`config.mk`:
```
export PLATFORM = sky130hd
export DESIGN_NAME = tca_top
export DESIGN_NICKNAME = d
export VERILOG_FILES = /design/src/tca_alarm.v /design/src/tca_sync.v /design/src/tca_top.v
export VERILOG_INCLUDE_DIRS = /design/src /design/src/pkg
export SDC_FILE = /design/constraint.sdc
export NUM_CORES = 1
export LEC_CHECK = 0
export ABC_AREA = 1
export BUFFER_PORTS_ARGS = -buffer_cell sky130_fd_sc_hd__buf_2
export CORE_MARGIN = 4
export CORE_UTILIZATION = 27
export CTS_CLUSTER_SIZE = 20
export DETAILED_ROUTE_END_ITERATION = 12
export SLEW_MARGIN = 10
export SYNTH_ARGS = -nofsm -noshare
export SYNTH_HDL_FRONTEND = slang
export SYNTH_SLANG_ARGS = --single-unit
```
`constraint.sdc`:
```
create_clock -name clk -period 4.7 [get_ports clk]
set_clock_uncertainty 0.1 [all_clocks]
set_input_delay 0.705 -clock clk [delete_from_list [all_inputs] [get_ports clk]]
set_output_delay 0.705 -clock clk [all_outputs]
set_load 0.02 [all_outputs]
```
`src/pkg/tca_defines.vh`:
```
// Register map, field positions, reset values and timing figures of the conversion and alarm block.
`ifndef TCA_DEFINES_VH
`define TCA_DEFINES_VH

// Register addresses carried in bits [5:3] of the command byte.
`define TCA_ADDR_STATUS 3'h0
`define TCA_ADDR_SETUP 3'h1
`define TCA_ADDR_TEMP 3'h2
`define TCA_ADDR_ID 3'h3
`define TCA_ADDR_CRIT 3'h4
`define TCA_ADDR_HYST 3'h5
`define TCA_ADDR_HIGH 3'h6
`define TCA_ADDR_LOW 3'h7

// Command byte fields and the two continuous read commands.
`define TCA_CMD_READ 6
`define TCA_CMD_ADDR_HI 5
`define TCA_CMD_ADDR_LO 3
`define TCA_CMD_CONT 2
`define TCA_CMD_CONT_ENTER 8'h54
`define TCA_CMD_CONT_EXIT 8'h50

// Setup register fields.
`define TCA_CFG_QUEUE_HI 1
`define TCA_CFG_QUEUE_LO 0
`define TCA_CFG_CT_POL 2
`define TCA_CFG_INT_POL 3
`define TCA_CFG_INT_MODE 4
`define TCA_CFG_MODE_HI 6
`define TCA_CFG_MODE_LO 5
`define TCA_CFG_RES16 7

// Operation modes in setup bits [6:5].
`define TCA_MODE_NORMAL 2'h0
`define TCA_MODE_ONESHOT 2'h1
`define TCA_MODE_SPS 2'h2
`define TCA_MODE_SHUTDOWN 2'h3

// Power-on values.
`define TCA_RST_STATUS 8'h80
`define TCA_RST_SETUP 8'h00
`define TCA_RST_TEMP 16'h0000
`define TCA_RST_CRIT 16'h4980
`define TCA_RST_HYST 8'h05
`define TCA_RST_HIGH 16'h2000
`define TCA_RST_LOW 16'h0500

// Fault queue depth limit and serial reset run length.
`define TCA_QUEUE_MAX 3'h4
`define TCA_ONES_LAST 5'h1f

// Timing figures in milliseconds and the clock rate in kHz.
`define TCA_CLK_KHZ 50000
`define TCA_FAST_MS 6
`define TCA_CONV_MS 240
`define TCA_SPS_CONV_MS 60
`define TCA_SPS_IDLE_MS 940
`define TCA_WAKE_MS 1

`endif

```
`src/tca_alarm.v`:
```
// One open-drain alarm output with comparator and latched interrupt behaviour.
module tca_alarm (
  input wire clk, // System clock.
  input wire rst, // Synchronous reset, active high.
  input wire eval, // One-cycle pulse at each finished conversion.
  input wire setCond, // Fault queue tripped on this limit.
  input wire insideCond, // Result back inside the limit with hysteresis.
  input wire intMode, // High selects interrupt behaviour.
  input wire activeHigh, // High makes the active level a released pin.
  input wire oneShot, // Device is in one-shot operation.
  input wire readClr, // Pulse for any register read.
  input wire modeWr, // Pulse for a write to the setup register.
  output wire pinOut, // Open-drain data, always low.
  output wire pinOe // High while the pin is pulled low.
);

  reg active_ff;
  reg inside_ff;
  reg oe_ff;
  reg nxt_active;

  // Alarm state; a set on the same cycle as a clear always wins.
  always @* begin
    nxt_active = active_ff;
    if (intMode) begin
      if (readClr) begin
        nxt_active = 1'b0;
      end
    end else if (eval && insideCond && !oneShot) begin
      nxt_active = 1'b0;
    end else if (modeWr && oneShot && inside_ff) begin
      nxt_active = 1'b0;
    end
    if (eval && setCond) begin
      nxt_active = 1'b1;
    end
  end

  // The pin level is registered so the output never glitches on a mode change.
  always @(posedge clk) begin
    if (rst) begin
      active_ff <= 1'b0;
      inside_ff <= 1'b0;
      oe_ff <= 1'b0;
    end else begin
      active_ff <= nxt_active;
      if (eval) begin
        inside_ff <= insideCond;
      end
      oe_ff <= nxt_active ^ activeHigh;
    end
  end

  assign pinOut = 1'b0;
  assign pinOe = oe_ff;

endmodule

```
`src/tca_sync.v`:
```
// Two flip-flop synchroniser for pin inputs.
module tca_sync #(
  parameter WIDTH = 3,
  parameter [WIDTH-1:0] INIT = {WIDTH{1'b1}}
) (
  input wire clk, // System clock.
  input wire rst, // Synchronous reset, active high.
  input wire [WIDTH-1:0] pinIn, // Asynchronous pin levels.
  output wire [WIDTH-1:0] syncOut // Levels safe to read in the clk domain.
);

  reg [WIDTH-1:0] meta_ff;
  reg [WIDTH-1:0] sync_ff;

  // The first stage feeds only the second, so a metastable level never reaches logic.
  always @(posedge clk) begin
    if (rst) begin
      meta_ff <= INIT;
      sync_ff <= INIT;
    end else begin
      meta_ff <= pinIn;
      sync_ff <= meta_ff;
    end
  end

  assign syncOut = sync_ff;

endmodule

```
`src/tca_top.v`:
```
// Conversion sequencer, serial register port and limit alarms of the temperature sensor.
`include "tca_defines.vh"

module tca_top #(
  parameter [7:0] ID_VALUE = 8'h5a, // Identity byte, value arbitrary.
  parameter FAST_CYC = `TCA_FAST_MS * `TCA_CLK_KHZ,
  parameter CONV_CYC = `TCA_CONV_MS * `TCA_CLK_KHZ,
  parameter SPS_CONV_CYC = `TCA_SPS_CONV_MS * `TCA_CLK_KHZ,
  parameter SPS_IDLE_CYC = `TCA_SPS_IDLE_MS * `TCA_CLK_KHZ,
  parameter WAKE_CYC = `TCA_WAKE_MS * `TCA_CLK_KHZ
) (
  input wire clk, // System clock, 50 MHz.
  input wire rst, // Synchronous reset, active high.
  input wire sclk, // Serial clock pin, idles high.
  input wire csN, // Chip select pin, active low.
  input wire din, // Serial data input pin.
  output wire dout, // Serial data output.
  output wire doutOe, // High while dout is driven.
  input wire [15:0] tempCode, // Modulator result, 1/128 C per LSB, same clock.
  output wire criticalAlarmOut, // Critical alarm open-drain data.
  output wire criticalAlarmOe, // High while critical alarm pin is pulled low.
  output wire limitAlarmOut, // Limit alarm open-drain data.
  output wire limitAlarmOe, // High while limit alarm pin is pulled low.
  output wire convBusy // High while a conversion runs.
);

  localparam SEQ_FAST = 3'h0;
  localparam SEQ_CONV = 3'h1;
  localparam SEQ_IDLE = 3'h2;
  localparam SEQ_SHUT = 3'h3;
  localparam SEQ_WAKE = 3'h4;

  localparam PH_CMD = 2'h0;
  localparam PH_DATA = 2'h1;
  localparam PH_DONE = 2'h2;
  localparam PH_CONT = 2'h3;

  wire sclkS;
  wire csnS;
  wire dinS;
  reg sclkPrev_ff;
  wire sclkRise;
  wire sclkFall;

  reg [7:0] setup_ff;
  reg [15:0] temp_ff;
  reg [15:0] crit_ff;
  reg [7:0] hyst_ff;
  reg [15:0] high_ff;
  reg [15:0] low_ff;
  reg rdyN_ff;
  reg critFlag_ff;
  reg highFlag_ff;
  reg lowFlag_ff;

  reg [2:0] seq_ff;
  reg [31:0] cnt_ff;
  reg convShort_ff;
  reg [2:0] faultCnt_ff;

  reg [1:0] phase_ff;
  reg [4:0] bitCnt_ff;
  reg [15:0] shIn_ff;
  reg [15:0] shOut_ff;
  reg [7:0] cmd_ff;
  reg cont_ff;
  reg [4:0] ones_ff;
  reg dout_ff;

  tca_sync #(
    .WIDTH(3),
    .INIT(3'h7)
  ) u_sync (
    .clk(clk),
    .rst(rst),
    .pinIn({sclk, csN, din}),
    .syncOut({sclkS, csnS, dinS})
  );

  assign sclkRise = sclkS & ~sclkPrev_ff;
  assign sclkFall = ~sclkS & sclkPrev_ff;

  // Serial frame decoding: byte completion, register selection and access strobes.
  wire [7:0] byteIn = {shIn_ff[6:0], dinS};
  wire [15:0] wordIn = {shIn_ff[14:0], dinS};
  wire active = ~csnS;
  wire cmdDone = active && sclkRise && (phase_ff == PH_CMD) && (bitCnt_ff == 5'h7);
  wire [2:0] curAddr = cmdDone ? byteIn[`TCA_CMD_ADDR_HI:`TCA_CMD_ADDR_LO] :
    cmd_ff[`TCA_CMD_ADDR_HI:`TCA_CMD_ADDR_LO];
  wire wide = (curAddr == `TCA_ADDR_TEMP) || (curAddr == `TCA_ADDR_CRIT) ||
    (curAddr == `TCA_ADDR_HIGH) || (curAddr == `TCA_ADDR_LOW);
  wire [4:0] lastBit = wide ? 5'hf : 5'h7;
  wire contExit = active && sclkRise && (phase_ff == PH_CONT) && (bitCnt_ff[2:0] == 3'h7) &&
    (byteIn == `TCA_CMD_CONT_EXIT);
  wire contBurst = active && sclkRise && (phase_ff == PH_CONT) && (bitCnt_ff == 5'hf) && !contExit;
  wire cmdRead = cmdDone && byteIn[`TCA_CMD_READ];
  wire cmdEnter = cmdRead && byteIn[`TCA_CMD_CONT] &&
    (byteIn[`TCA_CMD_ADDR_HI:`TCA_CMD_ADDR_LO] == `TCA_ADDR_TEMP);
  wire regRead = cmdRead || contExit || contBurst;
  wire [2:0] rdAddr = (contExit || contBurst) ? `TCA_ADDR_TEMP : curAddr;
  wire dataEnd = active && sclkRise && (phase_ff == PH_DATA) && (bitCnt_ff == lastBit);
  wire regWrite = dataEnd && !cmd_ff[`TCA_CMD_READ];
  wire setupWr = regWrite && (curAddr == `TCA_ADDR_SETUP);
  wire [1:0] wrMode = wordIn[`TCA_CFG_MODE_HI:`TCA_CFG_MODE_LO];
  wire [1:0] mode = setup_ff[`TCA_CFG_MODE_HI:`TCA_CFG_MODE_LO];
  wire serialReset = active && sclkRise && dinS && (ones_ff == `TCA_ONES_LAST);
  wire convRun = (seq_ff == SEQ_CONV) || (seq_ff == SEQ_FAST);

  // Temperature as read out: in 13-bit format the three low bits carry the flags.
  wire res16 = setup_ff[`TCA_CFG_RES16];
  wire [15:0] tempOut = res16 ? temp_ff : {temp_ff[15:3], critFlag_ff, highFlag_ff, lowFlag_ff};
  wire blockTemp = (cont_ff || contBurst) && !contExit && convRun;

  reg [15:0] rdVal;
  always @* begin
    case (rdAddr)
      `TCA_ADDR_STATUS: rdVal = {rdyN_ff, critFlag_ff, highFlag_ff, lowFlag_ff, 4'h0, 8'h00};
      `TCA_ADDR_SETUP: rdVal = {setup_ff, 8'h00};
      `TCA_ADDR_TEMP: rdVal = blockTemp ? 16'h0000 : tempOut;
      `TCA_ADDR_ID: rdVal = {ID_VALUE, 8'h00};
      `TCA_ADDR_CRIT: rdVal = crit_ff;
      `TCA_ADDR_HYST: rdVal = {hyst_ff, 8'h00};
      `TCA_ADDR_HIGH: rdVal = high_ff;
      default: rdVal = low_ff;
    endcase
  end

  // Serial port state; the frame restarts whenever chip select goes high.
  always @(posedge clk) begin
    if (rst) begin
      sclkPrev_ff <= 1'b1;
      phase_ff <= PH_CMD;
      bitCnt_ff <= 5'h00;
      shIn_ff <= 16'h0000;
      shOut_ff <= 16'h0000;
      cmd_ff <= 8'h00;
      cont_ff <= 1'b0;
      ones_ff <= 5'h00;
      dout_ff <= 1'b1;
    end else begin
      sclkPrev_ff <= sclkS;
      if (!active) begin
        bitCnt_ff <= 5'h00;
        phase_ff <= cont_ff ? PH_CONT : PH_CMD;
        if (cont_ff) begin
          shOut_ff <= rdVal;
        end
      end else if (serialReset) begin
        cont_ff <= 1'b0;
        phase_ff <= PH_CMD;
        bitCnt_ff <= 5'h00;
        ones_ff <= 5'h00;
      end else if (sclkRise) begin
        ones_ff <= dinS ? ones_ff + 5'h01 : 5'h00;
        shIn_ff <= wordIn;
        bitCnt_ff <= bitCnt_ff + 5'h01;
        if (cmdDone) begin
          cmd_ff <= byteIn;
          bitCnt_ff <= 5'h00;
          if (cmdRead) begin
            shOut_ff <= rdVal;
          end
          if (cmdEnter) begin
            cont_ff <= 1'b1;
            phase_ff <= PH_CONT;
          end else begin
            phase_ff <= PH_DATA;
          end
        end else if (contExit) begin
          cont_ff <= 1'b0;
          cmd_ff <= byteIn;
          phase_ff <= PH_DATA;
          bitCnt_ff <= 5'h00;
          shOut_ff <= rdVal;
        end else if (contBurst) begin
          bitCnt_ff <= 5'h00;
          shOut_ff <= rdVal;
        end else if (dataEnd) begin
          phase_ff <= PH_DONE;
        end
      end else if (sclkFall && ((phase_ff == PH_CONT) ||
          ((phase_ff == PH_DATA) && cmd_ff[`TCA_CMD_READ]))) begin
        dout_ff <= shOut_ff[15];
        shOut_ff <= {shOut_ff[14:0], 1'b0};
      end
    end
  end

  assign dout = dout_ff;
  assign doutOe = active;

  // Register writes from the serial port.
  always @(posedge clk) begin
    if (rst) begin
      setup_ff <= `TCA_RST_SETUP;
      crit_ff <= `TCA_RST_CRIT;
      hyst_ff <= `TCA_RST_HYST;
      high_ff <= `TCA_RST_HIGH;
      low_ff <= `TCA_RST_LOW;
    end else if (regWrite) begin
      case (curAddr)
        `TCA_ADDR_SETUP: setup_ff <= wordIn[7:0];
        `TCA_ADDR_CRIT: crit_ff <= wordIn;
        `TCA_ADDR_HYST: hyst_ff <= wordIn[7:0];
        `TCA_ADDR_HIGH: high_ff <= wordIn;
        `TCA_ADDR_LOW: low_ff <= wordIn;
        default: crit_ff <= crit_ff;
      endcase
    end
  end

  // Conversion sequencer. Counts are long, so each one is a parameter a bench can shorten.
  reg [2:0] nxt_seq;
  reg nxt_short;
  reg convDone;
  reg [2:0] afterSeq;
  reg afterShort;
  always @* begin
    case (mode)
      `TCA_MODE_NORMAL: afterSeq = SEQ_CONV;
      `TCA_MODE_SPS: afterSeq = SEQ_IDLE;
      default: afterSeq = SEQ_SHUT;
    endcase
    afterShort = 1'b0;
    nxt_seq = seq_ff;
    nxt_short = convShort_ff;
    convDone = 1'b0;
    case (seq_ff)
      SEQ_FAST: begin
        if (cnt_ff == FAST_CYC - 1) begin
          convDone = 1'b1;
          nxt_seq = afterSeq;
          nxt_short = afterShort;
        end
      end
      SEQ_CONV: begin
        if (cnt_ff == (convShort_ff ? SPS_CONV_CYC - 1 : CONV_CYC - 1)) begin
          convDone = 1'b1;
          nxt_seq = afterSeq;
          nxt_short = afterShort;
        end
      end
      SEQ_IDLE: begin
        if (cnt_ff == SPS_IDLE_CYC - 1) begin
          nxt_seq = (mode == `TCA_MODE_SHUTDOWN) ? SEQ_SHUT : SEQ_CONV;
          nxt_short = (mode == `TCA_MODE_SPS);
        end
      end
      SEQ_WAKE: begin
        if (cnt_ff == WAKE_CYC - 1) begin
          nxt_seq = SEQ_CONV;
          nxt_short = (mode == `TCA_MODE_SPS);
        end
      end
      SEQ_SHUT: nxt_seq = SEQ_SHUT;
      default: nxt_seq = SEQ_SHUT;
    endcase
    if (setupWr) begin
      if (wrMode == `TCA_MODE_SHUTDOWN) begin
        nxt_seq = SEQ_SHUT;
        convDone = 1'b0;
      end else if (wrMode == `TCA_MODE_ONESHOT) begin
        nxt_seq = SEQ_CONV;
        nxt_short = 1'b0;
        convDone = 1'b0;
      end else if (seq_ff == SEQ_SHUT) begin
        nxt_seq = SEQ_WAKE;
      end else if (seq_ff == SEQ_IDLE) begin
        nxt_seq = SEQ_CONV;
        nxt_short = (wrMode == `TCA_MODE_SPS);
      end
    end
  end

  always @(posedge clk) begin
    if (rst) begin
      seq_ff <= SEQ_FAST;
      cnt_ff <= 32'h00000000;
      convShort_ff <= 1'b0;
    end else begin
      seq_ff <= nxt_seq;
      convShort_ff <= nxt_short;
      cnt_ff <= (nxt_seq != seq_ff || convDone || (setupWr && wrMode == `TCA_MODE_ONESHOT)) ? 32'h00000000 :
        cnt_ff + 32'h00000001;
    end
  end

  assign convBusy = convRun;

  // Limit comparison on sign-extended values; 13-bit mode drops the three low bits.
  wire [15:0] tMask = res16 ? tempCode : {tempCode[15:3], 3'h0};
  wire signed [16:0] tS = {tMask[15], tMask};
  wire signed [16:0] critS = {crit_ff[15], crit_ff};
  wire signed [16:0] highS = {high_ff[15], high_ff};
  wire signed [16:0] lowS = {low_ff[15], low_ff};
  wire signed [16:0] hystS = {6'h00, hyst_ff[3:0], 7'h00};
  wire overCrit = tS > critS;
  wire overHigh = tS > highS;
  wire underLow = tS < lowS;
  wire critInside = tS < (critS - hystS);
  wire highInside = tS < (highS - hystS);
  wire lowInside = tS > (lowS + hystS);
  wire anyFault = overCrit || overHigh || underLow;

  // Fault queue: an unbroken run of faulting conversions is needed to trip the alarms.
  wire [2:0] need = {1'b0, setup_ff[`TCA_CFG_QUEUE_HI:`TCA_CFG_QUEUE_LO]} + 3'h1;
  wire [2:0] runCnt = (faultCnt_ff == `TCA_QUEUE_MAX) ? `TCA_QUEUE_MAX : faultCnt_ff + 3'h1;
  wire trip = anyFault && (runCnt >= need);

  // Results, flags and ready bit; a hardware set beats a same-cycle clear.
  wire tempRead = regRead && (rdAddr == `TCA_ADDR_TEMP);
  wire statusRead = regRead && (rdAddr == `TCA_ADDR_STATUS);
  always @(posedge clk) begin
    if (rst) begin
      temp_ff <= `TCA_RST_TEMP;
      faultCnt_ff <= 3'h0;
      rdyN_ff <= |(`TCA_RST_STATUS & 8'h80);
      critFlag_ff <= 1'b0;
      highFlag_ff <= 1'b0;
      lowFlag_ff <= 1'b0;
    end else begin
      if (convDone) begin
        temp_ff <= tempCode;
        faultCnt_ff <= anyFault ? runCnt : 3'h0;
      end
      if (convDone) begin
        rdyN_ff <= 1'b0;
      end else if (tempRead || (setupWr && (mode == `TCA_MODE_ONESHOT || mode == `TCA_MODE_SPS))) begin
        rdyN_ff <= 1'b1;
      end
      if (convDone && overCrit) begin
        critFlag_ff <= 1'b1;
      end else if (statusRead || (convDone && critInside)) begin
        critFlag_ff <= 1'b0;
      end
      if (convDone && overHigh) begin
        highFlag_ff <= 1'b1;
      end else if (statusRead || (convDone && highInside)) begin
        highFlag_ff <= 1'b0;
      end
      if (convDone && underLow) begin
        lowFlag_ff <= 1'b1;
      end else if (statusRead || (convDone && lowInside)) begin
        lowFlag_ff <= 1'b0;
      end
    end
  end

  // Both alarms share the fault queue but keep their own release conditions.
  wire intMode = setup_ff[`TCA_CFG_INT_MODE];
  wire oneShot = (mode == `TCA_MODE_ONESHOT);

  tca_alarm u_crit (
    .clk(clk),
    .rst(rst),
    .eval(convDone),
    .setCond(trip && overCrit),
    .insideCond(critInside),
    .intMode(intMode),
    .activeHigh(setup_ff[`TCA_CFG_CT_POL]),
    .oneShot(oneShot),
    .readClr(regRead),
    .modeWr(setupWr),
    .pinOut(criticalAlarmOut),
    .pinOe(criticalAlarmOe)
  );

  tca_alarm u_limit (
    .clk(clk),
    .rst(rst),
    .eval(convDone),
    .setCond(trip && (overHigh || underLow)),
    .insideCond(highInside && lowInside),
    .intMode(intMode),
    .activeHigh(setup_ff[`TCA_CFG_INT_POL]),
    .oneShot(oneShot),
    .readClr(regRead),
    .modeWr(setupWr),
    .pinOut(limitAlarmOut),
    .pinOe(limitAlarmOe)
  );

endmodule

```
==> results.tsv <==
stage	metric	value	unit
outcome	status	completed	
finish	stdcell_count	2213	
routing	post_drt_wl_per_cell	16.35	um
global_routing	grt_overflow	0	
finish	diodes	0	
logic_synthesis	yosys_warnings	0	
pwr	power_density	286.0	mW/mm^2
placed_design	numPortBuffers	25	
logic_synthesis	synth_edf_count	0	
pwr	clock_power_share	40.6	%
sta	fin_ws	0.8079	ns
setup_path	cp.required	4.98	ns
sta	slew_headroom	37.87	%
cts	cts-hold-fix-buffers	0	
global_routing	antenna_found_initial	0	
floorplan	rows	76	
floorplan	die_y	216.7	um
global_routing	grt_pass1_wl	57.54	mm
cts	htreeDepth	4	
routing	vias	10838	
routing	drtIter0Drc	973	
logic_synthesis	synth-seq-cells	185	
sta	worst_pin_slew	0.9258	ns
logic_synthesis	synth_area_per_cell	7.316	um^2
routing	dr.pass1.iters	5	
cts	cts_buffers	17	
floorplan	die_w	216.7	um
sta	rsz0062_at_grt	no	
floorplan	initial_core_util	27.29	%
run	cap_violations	0	
floorplan	core	0.04308	mm^2
floorplan	die_area	0.04695	mm^2
setup_path	cp-start-kind	flop	
setup_path	path_cells	ha_1 -> inv_1 -> fa_1 -> and3_1 -> a211oi_1 -> nand3_1 -> nor3_1 -> xor2_1 -> ha_1 -> nand4_1 -> nor2_1 -> nand4_1 -> nand4_1 -> nand2_1 -> inv_1 -> nand4_1 -> o21bai_1 -> nand2_1 -> nand2_1 -> nand2_1 -> nor2_1	
setup_path	cpPeakStageDelay	0.43	ns
cts	cts_setup_buffers	0	
routing	detail-route-antenna-nets	0	
cts	clkSinkCount	185	
sta	post-route-period-util	82.81	%
pwr	ir_drop	211.2	uV
pwr	power_frac_comb	16.4	%
floorplan	io_pins	28	
global_routing	grtUsageTotal	15.24	%
sta	hold_ws	0.3121	ns
cts	clock-root-buffer	clkbuf_16	
pwr	power_frac_seq	43.0	%
cts	cts.clk_slew.worst_paths	0.08	ns
pwr	switching_share	31.93	%
sta	report.final.hold_viol_count	0	
logic_synthesis	synth.cell_area	0.01176	mm^2
sta	drv_slew	0	
routing	drc_errors	0	
logic_synthesis	yosys.cell_types.count	51	
cts	clockBufferDepth	2	
sta	fmax	256.9	MHz
logic_synthesis	synthArstFlopShare	0	%
routing	wl	36.19	mm
sta	min_period	3.892	ns
logic_synthesis	syn_inst	1607	
global_routing	grt_pass1_vias	10306	
cts	cts_tree	built	
placed_design	place.gp.congestion	0.9630	
pwr	switchingPower	1.196	mW
pwr	p_int	2.550	mW
cts	clkLatencyLatePin	0.44	ns
placed_design	dpl.hpwl	27.74	mm
sta	setup_tns	0	ns
pwr	total_power	3.746	mW
finish	num-nets-final	1746	
cts	cts_resized	0	
setup_path	arrival	4.17	ns
finish	syn2layout_area_growth	11.40	%
setup_path	path_class	flop to flop	
finish	drive_above_1_share	9.029	%
pwr	leakagePower	5.140	nW
routing	avgViaCountPerCell	4.897	
global_routing	grt_max_degree	65	
logic_synthesis	synth.yosys.seq_area_share	31.50	%
logic_synthesis	synthFlopType	dfxtp_1	
placed_design	place_ws	0.8832	ns
placed_design	placedCellCount	2181	
setup_path	worstSetupEndpointType	flop	
setup_path	worst-path-max-fanout	5	
setup_path	cp_slowest_cell	dfxtp_1	
worst_hold_path	hold_class	flop to flop	
sta	setup_viol	0	
[layer usage]
metal / up-vias / GRT usage [%] / routed length [um]
met3: 44 / 2.594 / 2276
li1: 5446 / - / -
met1: 5037 / 21.23 / 16780
met5: - / 0 / 0
met4: 0 / 5.014 / 932
met2: 311 / 23.95 / 16200
[per-stage QoR]
step / util (%) / area, um^2
2_1_floorplan: - / 11760
6_report: 30.41 / 13100
5_1_grt: 30.41 / 13100
3_5_place_dp: 29.00 / 12490
3_3_place_gp: 29.00 / 12490
4_1_cts: 30.41 / 13100
[registers in the layout (all words and copies together) (netlist names), 4 cells and up]
name	cells
hyst_ff	8
bitCnt_ff	5
high_ff	16
setup_ff	8
cmd_ff	4
low_ff	16
temp_ff	16
ones_ff	5
shOut_ff	16
shIn_ff	15
crit_ff	16
cnt_ff	32
[cells in the mapped netlist, types with 2 or more instances]
cell / n / area, um^2
nand3_1: 72 / 360.4
nand2_1: 224 / 840.8
o2111ai_1: 3 / 26.28
o22ai_1: 8 / 50.05
o21bai_1: 2 / 15.01
xnor2_1: 8 / 70.07
nor2_2: 7 / 43.79
o41ai_1: 2 / 17.52
dfxtp_1: 185 / 3704
nand2_4: 2 / 22.52
ha_1: 107 / 1339
clkbuf_1: 38 / 142.6
a211oi_1: 14 / 105.1
a31oi_1: 3 / 18.77
inv_1: 227 / 852.1
a21oi_1: 176 / 880.8
buf_2: 7 / 35.03
inv_2: 6 / 22.52
o21ai_2: 2 / 17.52
clkinv_1: 2 / 7.510
a221oi_1: 3 / 26.28
o21ai_0: 132 / 660.6
nor2_1: 110 / 412.9
nand4_1: 38 / 237.7
nor2_4: 32 / 360.4
nor4_1: 13 / 81.33
a22oi_1: 7 / 52.55
nand3_4: 2 / 35.03
o221ai_1: 10 / 87.58
nand3b_1: 2 / 15.01
nand2_2: 8 / 50.05
xor2_1: 45 / 394.1
o21ai_1: 2 / 10.01
buf_8: 3 / 45.04
or2_2: 14 / 87.58
fa_1: 3 / 60.06
o21a_1: 5 / 37.54
buf_4: 2 / 15.01
o211ai_1: 25 / 187.7
nand3_2: 2 / 20.02
nor3_1: 42 / 210.2
and3_1: 3 / 18.77
[placed cells by master (no fill, tap or decap), types with 4 or more instances in the layout]
cell type and n:
a211oi_1 14, a21oi_1 176, a22oi_1 7, buf_2 25
buf_4 12, clkbuf_16 17, dfxtp_1 185, ha_1 107
inv_1 226, inv_2 7, inv_6 4, inv_8 4
nand2_1 224, nand2_2 8, nand3_1 72, nand4_1 38
nor2_1 110, nor2_2 7, nor2_4 32, nor3_1 42
nor4_1 13, o211ai_1 25, o21a_1 5, o21ai_0 132
o221ai_1 10, o22ai_1 8, or2_2 14, xnor2_1 8
xor2_1 45
[area by class of cell]
| class | count | area [um^2] |
|---|---|---|
| Tap cell | 585 | 732.0 |
| Timing Repair Buffer | 38 | 235.2 |
| Fill cell | 4617 | 29980 |
| Inverter | 235 | 882.1 |
| Clock inverter | 12 | 150.1 |
| Clock buffer | 20 | 456.7 |
| Multi-Input combinational cell | 1138 | 6938 |
| Sequential cell | 185 | 3704 |
[cell families after synthesis]
family,count (synthesis),synth area share [%]
AOI/OAI and AO/OA,400,19.10
xor gates and xnor gates,53,3.948
adders and majority gates,110,11.90
buffers and inverters,285,9.524
DFF,185,31.50
other,1,0.03189
and+or+nand+nor,573,24.00
[power by group through the flow]
stage | clock (mW) | sequential [mW] | combinational, mW
after floorplan | 0 | 1.64 | 0.520
final | 1.52 | 1.61 | 0.616
after detailed placement | 0 | 1.65 | 0.624
after CTS | 1.55 | 1.61 | 0.622
after global routing | 1.60 | 1.61 | 0.684
after global placement | 0 | 1.65 | 0.612
[path summary, 6_finish.rpt]
kind | depth (start not counted) | slack (ns) | from | end
max reg2reg | 21 | 0.81 | hyst_ff[0] | u_limit.pinOe
max | 21 | 0.81 | hyst_ff[0] | u_limit.pinOe
min | 1 | 0.31 | u_sync.meta_ff[1] | u_sync.syncOut[1]
min reg2reg | 1 | 0.31 | u_sync.meta_ff[1] | u_sync.syncOut[1]
[critical path: cells and delay by family, from the launching register on]
| family | cells | cell delay, ns |
|---|---|---|
| simple gates | 13 | 1.62 |
| buf+inv | 2 | 0.14 |
| fa+ha+maj | 3 | 0.87 |
| flops | 1 | 0.43 |
| xor+xnor | 1 | 0.11 |
| compound gates | 2 | 0.55 |
No activity file was read; power rests on OpenSTA's default activity.
